--- src/timer_ctl_regs.svh ---
// Register offsets, field positions and reset values of the timer mode and
// interrupt control block. Included by the edge detector, the mode control and the bench; definitions only.
`ifndef TIMER_CTL_REGS_SVH
`define TIMER_CTL_REGS_SVH

// --------------------------------------------------------------------------
// Register offsets (byte addresses on the plain register port)
// --------------------------------------------------------------------------
`define ADDR_WIDTH 4
`define OFF_MODE_CONTROL 4'h0
`define OFF_INT_CONTROL 4'h2
`define OFF_INT_CLEAR 4'h4

// --------------------------------------------------------------------------
// Field positions and reset values
// --------------------------------------------------------------------------
`define MODE_SEL_LO 0
`define MODE_SEL_HI 1
`define BIT_PIN_ONE_EDGE 2
`define BIT_PIN_TWO_EDGE 3
`define BIT_PIN_ONE_EN 4
`define BIT_PIN_TWO_EN 5
`define BIT_PWM_DATA 6
`define MODE_CONTROL_MASK 8'h7F
`define MODE_CONTROL_RESET 8'h00
`define INT_CONTROL_RESET 8'h00
`define PEND_LO 0
`define PEND_HI 3
`define ENAB_LO 4
`define ENAB_HI 7
`define PRESET_VALUE 16'hFFFF
`define SYNC_STAGES 2

`endif

--- src/timer_ctl_pkg.sv ---
// Types shared by the timer mode and interrupt control block.
// Assumes the register header is compiled alongside.
package timer_ctl_pkg;
  // Four operating modes in the order of the two-bit selection field.
  typedef enum logic [1:0] {
    MODE_PWM_COUNTER,
    MODE_DUAL_CAPTURE,
    MODE_DUAL_TIMER,
    MODE_SINGLE_CAPTURE
  } timer_mode_t;
endpackage

--- src/pin_edge_detect.sv ---
// Synchroniser and polarity-selectable edge detector for one timer pin.
// Assumes the pin is asynchronous to CLOCK; two flops precede any logic.
// Assumes reset is held for three clocks or more, so the stages flush.
`timescale 1ns/1ps
`default_nettype none
`include "timer_ctl_regs.svh"
module pin_edge_detect (
  input wire logic clock,
  input wire logic reset,
  input wire logic pin,
  input wire logic rising,
  output logic level,
  output logic edge_seen
);
  logic meta;
  logic sync;
  logic last;
  wire is_rise = sync & ~last;
  wire is_fall = ~sync & last;

  // ------------------------------------------------------------------------
  // Synchroniser and history
  // ------------------------------------------------------------------------
  // The first stage feeds only the second stage to keep metastability out.
  // No reset here: the stages flush to the pin level while reset is held, so
  // leaving reset never shows a step from a reset value to an idle-high pin.
  always_ff @(posedge clock)
  begin
    meta <= pin;
    sync <= meta;
    last <= sync;
  end

  // Polarity selects which transition counts as the pin's event; none is
  // reported while reset is held and the stages are still flushing.
  assign edge_seen = ~reset & (rising ? is_rise : is_fall);
  assign level = sync;
endmodule
`default_nettype wire

--- src/pending_flag.sv ---
// One interrupt pending flag with its enable gating.
// Assumes set and clear inputs are single-cycle pulses on the same clock.
`timescale 1ns/1ps
`default_nettype none
module pending_flag (
  input wire logic clock,
  input wire logic reset,
  input wire logic hw_set,
  input wire logic sw_set,
  input wire logic sw_clear,
  input wire logic enable,
  output logic pending,
  output logic request
);
  // ------------------------------------------------------------------------
  // Flag storage
  // ------------------------------------------------------------------------
  // A set in the same cycle as a clear wins, so no event is ever lost.
  wire next_pending = hw_set | sw_set | (pending & ~sw_clear);

  always_ff @(posedge clock)
  begin
    if (reset)
      pending <= 1'b0;
    else
      pending <= next_pending;
  end

  // Enable only gates the request; the flag still records the event.
  assign request = pending & enable;
endmodule
`default_nettype wire

--- src/timer_mode_ctl.sv ---
// Mode control, pin function and interrupt flag logic of a dual 16-bit timer.
// Assumes counters, prescaler and capture registers live outside and exchange
// mode, edge, preset and event signals with this block on the same CLOCK.
`timescale 1ns/1ps
`default_nettype none
`include "timer_ctl_regs.svh"
module timer_mode_ctl (
  input wire logic CLOCK,
  input wire logic RESET,
  input wire logic [`ADDR_WIDTH-1:0] ADDRESS,
  input wire logic [7:0] WRITE_DATA,
  input wire logic WRITE_STROBE,
  input wire logic READ_STROBE,
  output logic [7:0] READ_DATA,
  input wire logic PIN_ONE_IN,
  output logic PIN_ONE_OUT,
  output logic PIN_ONE_OE,
  input wire logic PIN_TWO_IN,
  input wire logic FIRST_UNDERFLOW,
  input wire logic SECOND_UNDERFLOW,
  input wire logic FIRST_RELOAD,
  input wire logic SECOND_RELOAD,
  input wire logic PULSE_ACCUMULATE,
  output logic [1:0] MODE,
  output logic PIN_ONE_CAPTURE,
  output logic PIN_TWO_CAPTURE,
  output logic PIN_TWO_EVENT,
  output logic COUNT_GATE,
  output logic PRESET_FIRST,
  output logic PRESET_SECOND,
  output logic [15:0] PRESET_VALUE,
  output logic TIMER_IRQ_ONE,
  output logic TIMER_IRQ_TWO
);
  // --------------------------------------------------------------------------
  // Registers and decode
  // --------------------------------------------------------------------------
  logic [1:0] mode_select;
  logic pin_one_edge_polarity;
  logic pin_two_edge_polarity;
  logic pin_one_enable;
  logic pin_two_enable;
  logic pwm_output_data;
  logic [3:0] source_enable;
  logic [3:0] pending;
  logic [3:0] request;
  logic [3:0] hw_event;
  logic pin_one_level;
  logic pin_two_level;
  logic pin_one_edge;
  logic pin_two_edge;

  // Only the three exact offsets reach a register; other addresses drop writes.
  wire write_mode = WRITE_STROBE & (ADDRESS == `OFF_MODE_CONTROL);
  wire write_int = WRITE_STROBE & (ADDRESS == `OFF_INT_CONTROL);
  wire write_clear = WRITE_STROBE & (ADDRESS == `OFF_INT_CLEAR);

  // Mode decode of the two-bit selection field.
  wire timer_ctl_pkg::timer_mode_t mode = timer_ctl_pkg::timer_mode_t'(mode_select);
  wire mode_pwm = (mode == timer_ctl_pkg::MODE_PWM_COUNTER);
  wire mode_dual_cap = (mode == timer_ctl_pkg::MODE_DUAL_CAPTURE);
  wire mode_dual_tmr = (mode == timer_ctl_pkg::MODE_DUAL_TIMER);
  wire mode_single_cap = (mode == timer_ctl_pkg::MODE_SINGLE_CAPTURE);

  // Pin one is an output in every mode but dual capture, when enabled.
  wire pin_one_is_output = pin_one_enable & ~mode_dual_cap;
  wire pin_one_is_input = pin_one_enable & mode_dual_cap;
  // Pin two enable only matters in the two capture modes.
  wire pin_two_active = pin_two_enable & (mode_dual_cap | mode_single_cap);

  // --------------------------------------------------------------------------
  // Pin synchronisers and edge detection
  // --------------------------------------------------------------------------
  // Both pins pass the same two-flop synchroniser, so their edges line up.
  pin_edge_detect u_pin_one (
    .clock(CLOCK),
    .reset(RESET),
    .pin(PIN_ONE_IN),
    .rising(pin_one_edge_polarity),
    .level(pin_one_level),
    .edge_seen(pin_one_edge)
  );

  pin_edge_detect u_pin_two (
    .clock(CLOCK),
    .reset(RESET),
    .pin(PIN_TWO_IN),
    .rising(pin_two_edge_polarity),
    .level(pin_two_level),
    .edge_seen(pin_two_edge)
  );

  // Pin one captures in dual capture mode even when disabled; only the preset
  // needs the enable. Pin two captures in both capture modes.
  assign PIN_ONE_CAPTURE = mode_dual_cap & pin_one_edge;
  assign PIN_TWO_CAPTURE = (mode_dual_cap | mode_single_cap) & pin_two_edge;
  // External event clocking for the counters in modes 0 and 2.
  assign PIN_TWO_EVENT = (mode_pwm | mode_dual_tmr) & pin_two_edge;
  // Pulse accumulate gate follows the synchronised level of pin two.
  assign COUNT_GATE = ~PULSE_ACCUMULATE |
                      (pin_two_level == pin_two_edge_polarity);
  // Presets to all ones on an enabled input pin transition in a capture mode.
  assign PRESET_FIRST = (pin_one_is_input & pin_one_edge) |
                        (pin_two_active & mode_dual_cap & pin_two_edge);
  assign PRESET_SECOND = pin_two_active & mode_single_cap & pin_two_edge;
  assign PRESET_VALUE = `PRESET_VALUE;
  // The counters read the raw mode field rather than the decoded strobes.
  assign MODE = mode_select;

  // --------------------------------------------------------------------------
  // Mode control register
  // --------------------------------------------------------------------------
  // Software writes every field; reserved bit 7 is dropped.
  always_ff @(posedge CLOCK)
  begin
    if (RESET)
    begin
      mode_select <= 2'h0;
      pin_one_edge_polarity <= 1'b0;
      pin_two_edge_polarity <= 1'b0;
      pin_one_enable <= 1'b0;
      pin_two_enable <= 1'b0;
    end
    else if (write_mode)
    begin
      mode_select <= WRITE_DATA[`MODE_SEL_HI:`MODE_SEL_LO];
      pin_one_edge_polarity <= WRITE_DATA[`BIT_PIN_ONE_EDGE];
      pin_two_edge_polarity <= WRITE_DATA[`BIT_PIN_TWO_EDGE];
      pin_one_enable <= WRITE_DATA[`BIT_PIN_ONE_EN];
      pin_two_enable <= WRITE_DATA[`BIT_PIN_TWO_EN];
    end
  end

  // --------------------------------------------------------------------------
  // PWM output data bit
  // --------------------------------------------------------------------------
  // Toggle on underflow only while pin one is an output; a software write in
  // the same cycle takes precedence so software can always force the level.
  wire pwm_toggle = pin_one_is_output & FIRST_UNDERFLOW;
  wire next_pwm = write_mode ? WRITE_DATA[`BIT_PWM_DATA] :
                  (pwm_toggle ? ~pwm_output_data : pwm_output_data);

  always_ff @(posedge CLOCK)
  begin
    if (RESET)
      pwm_output_data <= 1'b0;
    else
      pwm_output_data <= next_pwm;
  end

  // The data bit reaches the pin only while pin one is an output.
  assign PIN_ONE_OUT = pin_one_is_output & pwm_output_data;
  assign PIN_ONE_OE = pin_one_is_output;

  // --------------------------------------------------------------------------
  // Interrupt enables and pending flags
  // --------------------------------------------------------------------------
  // Enables are plain storage; the pending bits of the same byte live in the flags.
  always_ff @(posedge CLOCK)
  begin
    if (RESET)
      source_enable <= 4'h0;
    else if (write_int)
      source_enable <= WRITE_DATA[`ENAB_HI:`ENAB_LO];
  end

  // Hardware events per source and mode.
  assign hw_event[0] = FIRST_RELOAD | PIN_ONE_CAPTURE;
  assign hw_event[1] = SECOND_RELOAD | PIN_TWO_CAPTURE;
  assign hw_event[2] = mode_dual_cap & FIRST_UNDERFLOW;
  assign hw_event[3] = SECOND_UNDERFLOW | (mode_dual_tmr & SECOND_RELOAD);

  // Software sets on a one, clears through the clear register only.
  wire [3:0] sw_set = write_int ? WRITE_DATA[`PEND_HI:`PEND_LO] : 4'h0;
  wire [3:0] sw_clear = write_clear ? WRITE_DATA[3:0] : 4'h0;

  // One flag module per source keeps the set-wins ordering in a single place.
  genvar g;
  generate
    for (g = 0; g < 4; g = g + 1)
    begin : g_flag
      pending_flag u_flag (
        .clock(CLOCK),
        .reset(RESET),
        .hw_set(hw_event[g]),
        .sw_set(sw_set[g]),
        .sw_clear(sw_clear[g]),
        .enable(source_enable[g]),
        .pending(pending[g]),
        .request(request[g])
      );
    end
  endgenerate

  // Sources A to C share the first system interrupt, D has the second.
  assign TIMER_IRQ_ONE = |request[2:0];
  assign TIMER_IRQ_TWO = request[3];

  // --------------------------------------------------------------------------
  // Read data
  // --------------------------------------------------------------------------
  // Reserved bits and the write-only clear register read as zero.
  wire [7:0] mode_word = {1'b0, pwm_output_data, pin_two_enable, pin_one_enable,
                          pin_two_edge_polarity, pin_one_edge_polarity, mode_select};
  wire [7:0] read_mux = (ADDRESS == `OFF_MODE_CONTROL) ? (mode_word & `MODE_CONTROL_MASK) :
                        (ADDRESS == `OFF_INT_CONTROL) ? {source_enable, pending} :
                        8'h00;

  // Read data fall back to zero, so a value never lingers past its one cycle.
  always_ff @(posedge CLOCK)
  begin
    if (RESET)
      READ_DATA <= 8'h00;
    else if (READ_STROBE)
      READ_DATA <= read_mux;
    else
      READ_DATA <= 8'h00;
  end

  // --------------------------------------------------------------------------
  // Assertions
  // --------------------------------------------------------------------------
  // Register reset, pin drive and flag checks.
  a_reset_clears_mode: assert property (@(posedge CLOCK) RESET |=> (MODE == 2'h0) && !PIN_ONE_OE)
    else $error("mode not cleared by reset");
  a_pin_one_oe: assert property (@(posedge CLOCK) disable iff (RESET)
    PIN_ONE_OE == (pin_one_enable && mode_select != 2'h1))
    else $error("pin one drive wrong for mode");
  a_input_no_drive: assert property (@(posedge CLOCK) disable iff (RESET)
    (mode_select == 2'h1) |-> !PIN_ONE_OUT && !PIN_ONE_OE)
    else $error("pin one driven while input");
  a_pwm_toggle: assert property (@(posedge CLOCK) disable iff (RESET)
    (pwm_toggle && !write_mode) |=> pwm_output_data != $past(pwm_output_data))
    else $error("pwm data did not toggle");
  a_sw_precedence: assert property (@(posedge CLOCK) disable iff (RESET)
    write_mode |=> pwm_output_data == $past(WRITE_DATA[`BIT_PWM_DATA]))
    else $error("software write lost");
  a_preset_second: assert property (@(posedge CLOCK) disable iff (RESET)
    (mode_select == 2'h0 || mode_select == 2'h2) |-> !PRESET_SECOND && !PIN_TWO_CAPTURE)
    else $error("pin two active in wrong mode");
  a_set_wins: assert property (@(posedge CLOCK) disable iff (RESET)
    (hw_event[0] && sw_clear[0]) |=> pending[0])
    else $error("set lost to clear");
  a_clear_works: assert property (@(posedge CLOCK) disable iff (RESET)
    (sw_clear[1] && !hw_event[1] && !sw_set[1]) |=> !pending[1])
    else $error("clear failed");
  a_irq_gated: assert property (@(posedge CLOCK) disable iff (RESET)
    TIMER_IRQ_TWO == (pending[3] && source_enable[3]))
    else $error("irq two gating wrong");
  a_read_clear_zero: assert property (@(posedge CLOCK) disable iff (RESET)
    (READ_STROBE && ADDRESS == `OFF_INT_CLEAR) |=> READ_DATA == 8'h00)
    else $error("clear register read nonzero");

  // Pin edges, presets and gating follow the polarity and enable bits.
  a_edge_pol_one: assert property (@(posedge CLOCK) disable iff (RESET)
    pin_one_edge |-> pin_one_level == pin_one_edge_polarity)
    else $error("pin one edge of wrong polarity");
  a_edge_pol_two: assert property (@(posedge CLOCK) disable iff (RESET)
    pin_two_edge |-> pin_two_level == pin_two_edge_polarity)
    else $error("pin two edge of wrong polarity");
  a_gate_closed: assert property (@(posedge CLOCK) disable iff (RESET)
    (PULSE_ACCUMULATE && pin_two_level != pin_two_edge_polarity) |-> !COUNT_GATE)
    else $error("count gate open against pin two level");
  a_preset_one_input: assert property (@(posedge CLOCK) disable iff (RESET)
    (mode_select == 2'h1 && pin_one_enable && pin_one_edge) |-> PRESET_FIRST)
    else $error("pin one edge did not preset first counter");
  a_preset_single: assert property (@(posedge CLOCK) disable iff (RESET)
    (mode_select == 2'h3 && pin_two_enable && pin_two_edge) |-> PRESET_SECOND && !PRESET_FIRST)
    else $error("pin two preset went to wrong counter");
  a_event_modes: assert property (@(posedge CLOCK) disable iff (RESET)
    PIN_TWO_EVENT |-> !mode_select[0])
    else $error("pin two event outside counter modes");

  // The PWM data bit changes only through a toggle or a software write.
  a_pwm_mirror: assert property (@(posedge CLOCK) disable iff (RESET)
    PIN_ONE_OE |-> PIN_ONE_OUT == pwm_output_data)
    else $error("pin one level differs from pwm data");
  a_pwm_hold: assert property (@(posedge CLOCK) disable iff (RESET)
    (!pwm_toggle && !write_mode) |=> $stable(pwm_output_data))
    else $error("pwm data changed without cause");

  // Pending flags stay set until a clear, whatever software writes.
  a_pend_sw_set: assert property (@(posedge CLOCK) disable iff (RESET)
    sw_set[2] |=> pending[2])
    else $error("software set of pending c lost");
  a_pend_hold: assert property (@(posedge CLOCK) disable iff (RESET)
    (pending[0] && !sw_clear[0]) |=> pending[0])
    else $error("pending a dropped without clear");
  a_source_c_mode: assert property (@(posedge CLOCK) disable iff (RESET)
    (FIRST_UNDERFLOW && mode_select != 2'h1 && !pending[2] && !sw_set[2]) |=> !pending[2])
    else $error("source c set outside dual capture");
  a_irq_one_gate: assert property (@(posedge CLOCK) disable iff (RESET)
    (pending[2] && source_enable[2]) |-> TIMER_IRQ_ONE)
    else $error("enabled source c missing from interrupt one");
  a_irq_disabled: assert property (@(posedge CLOCK) disable iff (RESET)
    (source_enable == 4'h0) |-> !TIMER_IRQ_ONE && !TIMER_IRQ_TWO)
    else $error("interrupt raised with enables off");

  // Reset and the read port.
  a_reset_clears_int: assert property (@(posedge CLOCK) RESET |=>
    (source_enable == 4'h0) && (pending == 4'h0))
    else $error("interrupt control not cleared by reset");
  a_read_idle_zero: assert property (@(posedge CLOCK) disable iff (RESET)
    !READ_STROBE |=> READ_DATA == 8'h00)
    else $error("read data not zero without a read");
  a_read_mode_top: assert property (@(posedge CLOCK) disable iff (RESET)
    (READ_STROBE && ADDRESS == `OFF_MODE_CONTROL) |=> !READ_DATA[7])
    else $error("reserved mode bit read nonzero");

  // --------------------------------------------------------------------------
  // Cover points
  // --------------------------------------------------------------------------
  // Main scenarios the bench is meant to reach.
  c_pwm_toggle: cover property (@(posedge CLOCK) disable iff (RESET) pwm_toggle);
  c_preset_first: cover property (@(posedge CLOCK) disable iff (RESET) PRESET_FIRST);
  c_preset_second: cover property (@(posedge CLOCK) disable iff (RESET) PRESET_SECOND);
  c_irq_one: cover property (@(posedge CLOCK) disable iff (RESET) TIMER_IRQ_ONE);
  c_set_and_clear: cover property (@(posedge CLOCK) disable iff (RESET)
    hw_event[0] && sw_clear[0]);
endmodule
`default_nettype wire

--- config.mk ---
export PLATFORM = sky130hd
export DESIGN_NAME = timer_mode_ctl
export DESIGN_NICKNAME = d
export VERILOG_FILES = /design/src/timer_ctl_pkg.sv /design/src/pin_edge_detect.sv /design/src/pending_flag.sv /design/src/timer_mode_ctl.sv
export VERILOG_INCLUDE_DIRS = /design/src /design/src/src
export SDC_FILE = /design/constraint.sdc
export NUM_CORES = 1
export LEC_CHECK = 0
export BUFFER_PORTS_ARGS = -buffer_cell sky130_fd_sc_hd__buf_4
export CAP_MARGIN = 15
export CORE_MARGIN = 3
export CORE_UTILIZATION = 43
export DETAILED_ROUTE_END_ITERATION = 10
export HOLD_SLACK_MARGIN = 0.02
export PLACE_DENSITY = 0.85
export SYNTH_ARGS = -nofsm -noshare
export SYNTH_HDL_FRONTEND = slang
export SYNTH_SLANG_ARGS = --single-unit
--- constraint.sdc ---
create_clock -name CLOCK -period 2.1 [get_ports CLOCK]
set_input_delay 0.21 -clock CLOCK [delete_from_list [all_inputs] [get_ports CLOCK]]
set_output_delay 0.21 -clock CLOCK [all_outputs]
set_load 0.01 [all_outputs]
* Word-level counts from Yosys, hierarchy flattened
Index checks and enable logic that the tools add are counted.
Storage, ports and cells: register bits after elaboration 29, latch bits 0, memory bits (writable) 0, bits in read-only memories 0, input port bits 23, output and inout bits 36, memories kept 0
Cells by class: $add $sub $neg 0, $mul 0, divide/modulo/power cells 0, $lt $le $gt $ge 0, equal/unequal tests 6, shifts and indexed selects 0, mux-type cells 8, bitwise logic cells 61, reduce and logical (&&, ||, !) cells 6
Operators with widths (count):
- 1-bit bitwise AND | 32
- 1-bit OR | 15
- 7-bit 2-to-1 mux | 2
- 1-bit NOT | 14
- 4-bit 2-to-1 mux | 2
- 2-bit equality test, second input constant | 2
- 4-bit by 2-bit equality test with 1-bit output, second input constant | 1
- 4-bit by 3-bit equality test with 1-bit output, second input constant | 1
- 4-bit logical NOT | 1
- 1-bit 2-to-1 mux | 4
- 4-bit OR reduction | 1
- 3-bit OR reduction | 1
- 2-bit by 1-bit equality test with 1-bit output, second input constant | 1
- 2-bit logical NOT | 1
- 2-bit nonzero test | 1
- 2-bit OR reduction | 1
- 1-bit equality test | 1

* Logic depth before layout (Yosys ltp)
depth after elaboration 8, depth in mapped cells 4

* Hierarchy
Synthesis repeated with hierarchy kept, for this count alone.
Second synthesis, totals: cells, all modules 159, area, all modules 1421.4 µm²
Modules (own cells, without submodules):
- timer_mode_ctl | times used 1, cells each 127, area an instance 1093.5 µm², seq. area each 380.4 µm²
- pending_flag | times used 4, cells each 5, area an instance 41.3 µm², seq. area each 20.0 µm²
- pin_edge_detect | times used 2, cells each 6, area an instance 81.3 µm², seq. area each 60.1 µm²

* Worst setup path after synthesis
OpenSTA, ideal clock, no wires.
path type register to output, start point register pin_one_edge_polarity, end point output PRESET_FIRST, arrival time 1.347 ns, required time 1.890 ns, slack 0.543 ns, cell stages (with the launch flop) 5, path buffers 0, cell sequence dfxtp_1 > or3b_2 > a211o_1 > inv_1 > a32o_1
Between the ends: cells in the longest elaborated chain, start to end 4
RTL lines:
- start: declaration | RTL line timer_mode_ctl.sv:39 | logic pin_one_edge_polarity;
- start signal: assignment | RTL line timer_mode_ctl.sv:127 | pin_one_edge_polarity <= WRITE_DATA[`BIT_PIN_ONE_EDGE];
- 1-bit 2-to-1 mux | RTL line pin_edge_detect.sv:36 | assign edge_seen = ~reset & (rising ? is_rise : is_fall);
- 1-bit bitwise AND | RTL line pin_edge_detect.sv:36
- 1-bit bitwise AND | RTL line timer_mode_ctl.sv:103 | assign PRESET_FIRST = (pin_one_is_input & pin_one_edge) |
- 1-bit OR | RTL line timer_mode_ctl.sv:103
- end: declaration | RTL line timer_mode_ctl.sv:29 | output logic PRESET_FIRST,
No other way between the ends.

* Worst setup path in the final report
Same ends and word-level chain as after synthesis.

==> impl_metrics.py <==
metrics = {
    "outcome": {
        "status": "complete, no violations",
    },
    "routing": {
        "vias_per_cell": 5.470,
        "drt_iter0_markers": 111,
        "drc_errors": 0,
        "antenna_left": 0,
        "wl_um": 3476,
        "wire_per_inst_um": 14.98,
        "dr.pass1.iters": 4,
        "num_vias": 1269,
    },
    "power_and_ir_drop": {
        "max-vdd-ir-drop_mv": 0.2122,
        "leakage_nw": 0.7204,
        "power_mw": 1.018,
        "powerDensity_nw_per_um2": 598.0,
    },
    "finish": {
        "drive_above_1_share_pct": 27.36,
        "area_growth_pct": 27.08,
        "fill_cells": 273,
        "multi_input_area_sq_um": 650.6,
        "fin_cells": 232,
        "final_nets": 223,
        "regArea_sq_um": 580.6,
        "diodes": 0,
    },
    "setup_path": {
        "critPathLaunchType": "register",
        "rr_startpoint": "MODE[1]$_SDFFE_PP0P_",
        "r2r_end": "pwm_output_data$_SDFFE_PP0P_",
        "worstPathMaxFanout": 4,
        "cp.required_ns": 1.89,
        "arrival_ns": 1.77,
        "rr_worst_depth": 3,
        "setup.worst_path.end_class": "output pin",
        "rrSetupSlack_ns": 0.75,
        "worstSetupPathType": "register to output pin",
    },
    "synthesis": {
        "synth_enable_flop_cells": 0,
        "avgSynthCellArea_sq_um": 8.816,
        "synthTopCellsByArea": "dfxtp_1 (43%), buf_4 (9.0%), a21oi_1 (4.1%), nand3_1 (4.1%), o21ai_0 (4.1%)",
        "yosysSeqAreaShare_pct": 43.32,
        "yosys_warnings": 0,
        "netlist_instances": 152,
        "yosys_register_bits": 29,
        "ys.flop_type": "dfxtp_1",
        "synth_area_sq_um": 1340,
        "synth_top_area_share_pct": 43.32,
        "ys_async_sr_fraction_pct": 0,
        "synth_top_area_cell": "dfxtp_1",
        "yosysUniqueCellTypes": 38,
        "synthMostInstantiatedCell": "dfxtp_1",
        "synthTopCellsByCount": "dfxtp_1 (29), buf_4 (16), a21oi_1 (11), nand3_1 (11), o21ai_0 (11)",
    },
    "die": {
        "coreArea_sq_um": 2853,
        "num_rows": 19,
        "die_area_sq_um": 3822,
        "boundaryPins": 59,
        "die_h_um": 61.83,
        "start_util_pct": 46.97,
        "die_w_um": 61.83,
    },
    "worst_hold_path": {
        "min_from": "WRITE_DATA[4]",
        "holdPathStages": 3,
        "hold_end": "source_enable[0]$_SDFFE_PP0N_",
        "hold_path_class": "input port to register",
    },
    "global_route": {
        "grt_overflow": 0,
        "grt_first_pass_wirelength_um": 5209,
        "antenna_found_initial": 0,
        "grt_pass1_vias": 1141,
        "grt_max_degree": 20,
        "grt_usage_pct": 19.05,
    },
    "sta": {
        "worstMarginPinSlew_ns": 0.6492,
        "setup_ws_ns": 0.1215,
        "finClkSkew_ns": 0.006860,
        "fin_tns_setup_ns": 0,
        "post-route-period-util_pct": 94.21,
        "setup_violations": 0,
        "relSlewSlack_pct": 56.36,
        "rsz0062_at_grt": "no",
        "fin_crit_ns": 1.978,
        "hold_ws_ns": 0.1417,
        "slew_violations": 0,
        "fmax_mhz": 505.4,
        "hold_viol": 0,
    },
    "clock_tree": {
        "cts_tree": "done",
        "htree_levels": 2,
        "cts.path.max_buffers": 2,
        "clock_latency_ns": 0.33,
        "postCtsSetupRepairBufs": 0,
        "cts_sinks": 29,
        "numCtsBuffers": 5,
        "cts_root_buf": "clkbuf_4",
        "clk_pin_slew_ns": 0.08,
    },
    "placed_design": {
        "io_buffers": 42,
        "dp_slack_ns": 0.4935,
        "dpl.hpwl_um": 2520,
        "place_congestion": 0.8251,
        "place_inst": 222,
    },
    "job": {
        "maxCapViolations": 0,
    },
}
[registers in the layout, indices dropped and copies added (netlist names)]
name	flops
u_pin_two.meta	1
pin_one_edge_polarity	1
pwm_output_data	1
u_pin_one.meta	1
u_pin_one.level	1
u_pin_two.level	1
MODE	2
source_enable	4
pin_two_edge_polarity	1
pin_two_enable	1
pin_one_enable	1
u_pin_one.last	1
u_pin_two.last	1
READ_DATA	8
g_flag.u_flag.pending	4
[kinds of logic (layout without fill, tap and decap cells)]
kind of cell    Yosys count  count (layout)  synth area share, %
simple gates             48              48                21.75
compound gates           45              45                21.66
flops                    29              29                43.32
buf+inv                  28              62                12.33
other cells               1              16               0.2798
xor+xnor                  1               1               0.6537
[layer usage]
layer  vias up  part of all wire, %  global-route usage [%]
met1       587                   43                   23.05
met3         7                  8.3                   5.785
li1        620                    -                       -
met4         0                  1.7                   10.91
met5         -                    0                       0
met2        55                   47                   29.90
[placed cells by master (no fill, tap or decap)]
cell / instances
nor2b_1: 2
and2_1: 2
o31ai_1: 2
a222oi_1: 1
buf_4: 45
a32o_1: 1
o211ai_1: 1
or3b_2: 2
xor2_1: 1
nor3b_1: 1
nand3_1: 11
nand2_1: 6
nor3_1: 2
nand3b_1: 1
a31oi_1: 4
dfxtp_1: 29
inv_1: 7
and3_1: 2
or3b_4: 1
conb_1: 16
and4_1: 1
nor4_2: 1
clkbuf_1: 3
dlygate4sd3_1: 2
a311oi_1: 1
a21oi_1: 11
o21ai_0: 11
or3_1: 2
clkbuf_4: 5
nor4bb_1: 1
o311ai_1: 2
o21a_1: 1
nor2_1: 9
nand2b_1: 2
nor4b_4: 1
o221ai_1: 1
a211o_1: 1
a22oi_1: 7
nor4b_1: 1
a32oi_1: 1
[power by group]
part           switching (mW)  internal (mW)  leakage [nW]
Sequential             0.0124          0.565         0.237
Clock                   0.182          0.133        0.0265
Combinational          0.0706         0.0556         0.457
Total                   0.265          0.753         0.720
[worst max-delay path: stages, from the launching register on]
cell and delay (ns):
dfxtp_1 0.34, or3b_2 0.46, a211o_1 0.32, inv_1 0.08, a32o_1 0.12, buf_4 0.12
[worst max-delay path by stage]
stage / from / endpoint / cells after the start
detailed placement: pin_one_edge_polarity$_SDFFE_PP0P_ / PRESET_FIRST / 5
finish: pin_one_edge_polarity$_SDFFE_PP0P_ / PRESET_FIRST / 5
floorplan: pin_one_edge_polarity$_SDFFE_PP0P_ / PRESET_FIRST / 4
CTS: pin_one_edge_polarity$_SDFFE_PP0P_ / PRESET_FIRST / 5
global route: pin_one_edge_polarity$_SDFFE_PP0P_ / PRESET_FIRST / 5
global placement: pin_one_edge_polarity$_SDFFE_PP0P_ / PRESET_FIRST / 5
[per-stage QoR]
stage,utilization [%],area [sq um]
6_report,59.69,1703
5_1_grt,59.69,1703
4_1_cts,59.69,1703
3_5_place_dp,57.28,1634
3_3_place_gp,57.28,1634
2_1_floorplan,-,1396
[what timing repair did]
item | in CTS | in global routing
endpoints found under the hold margin | 2 | 0
gates resized for setup | 0 | 0
hold buffers | 2 | 0
setup endpoints to repair | 0 | 0
[layout make-up]
type	count	share of cell area (%)
multi-input cells	110	38.21
repair buffers	47	21.01
clock buffers	8	2.866
inverters	7	1.543
flip-flops and latches	29	34.09
well taps	31	2.278
Power figures use the tool's default switching activity.
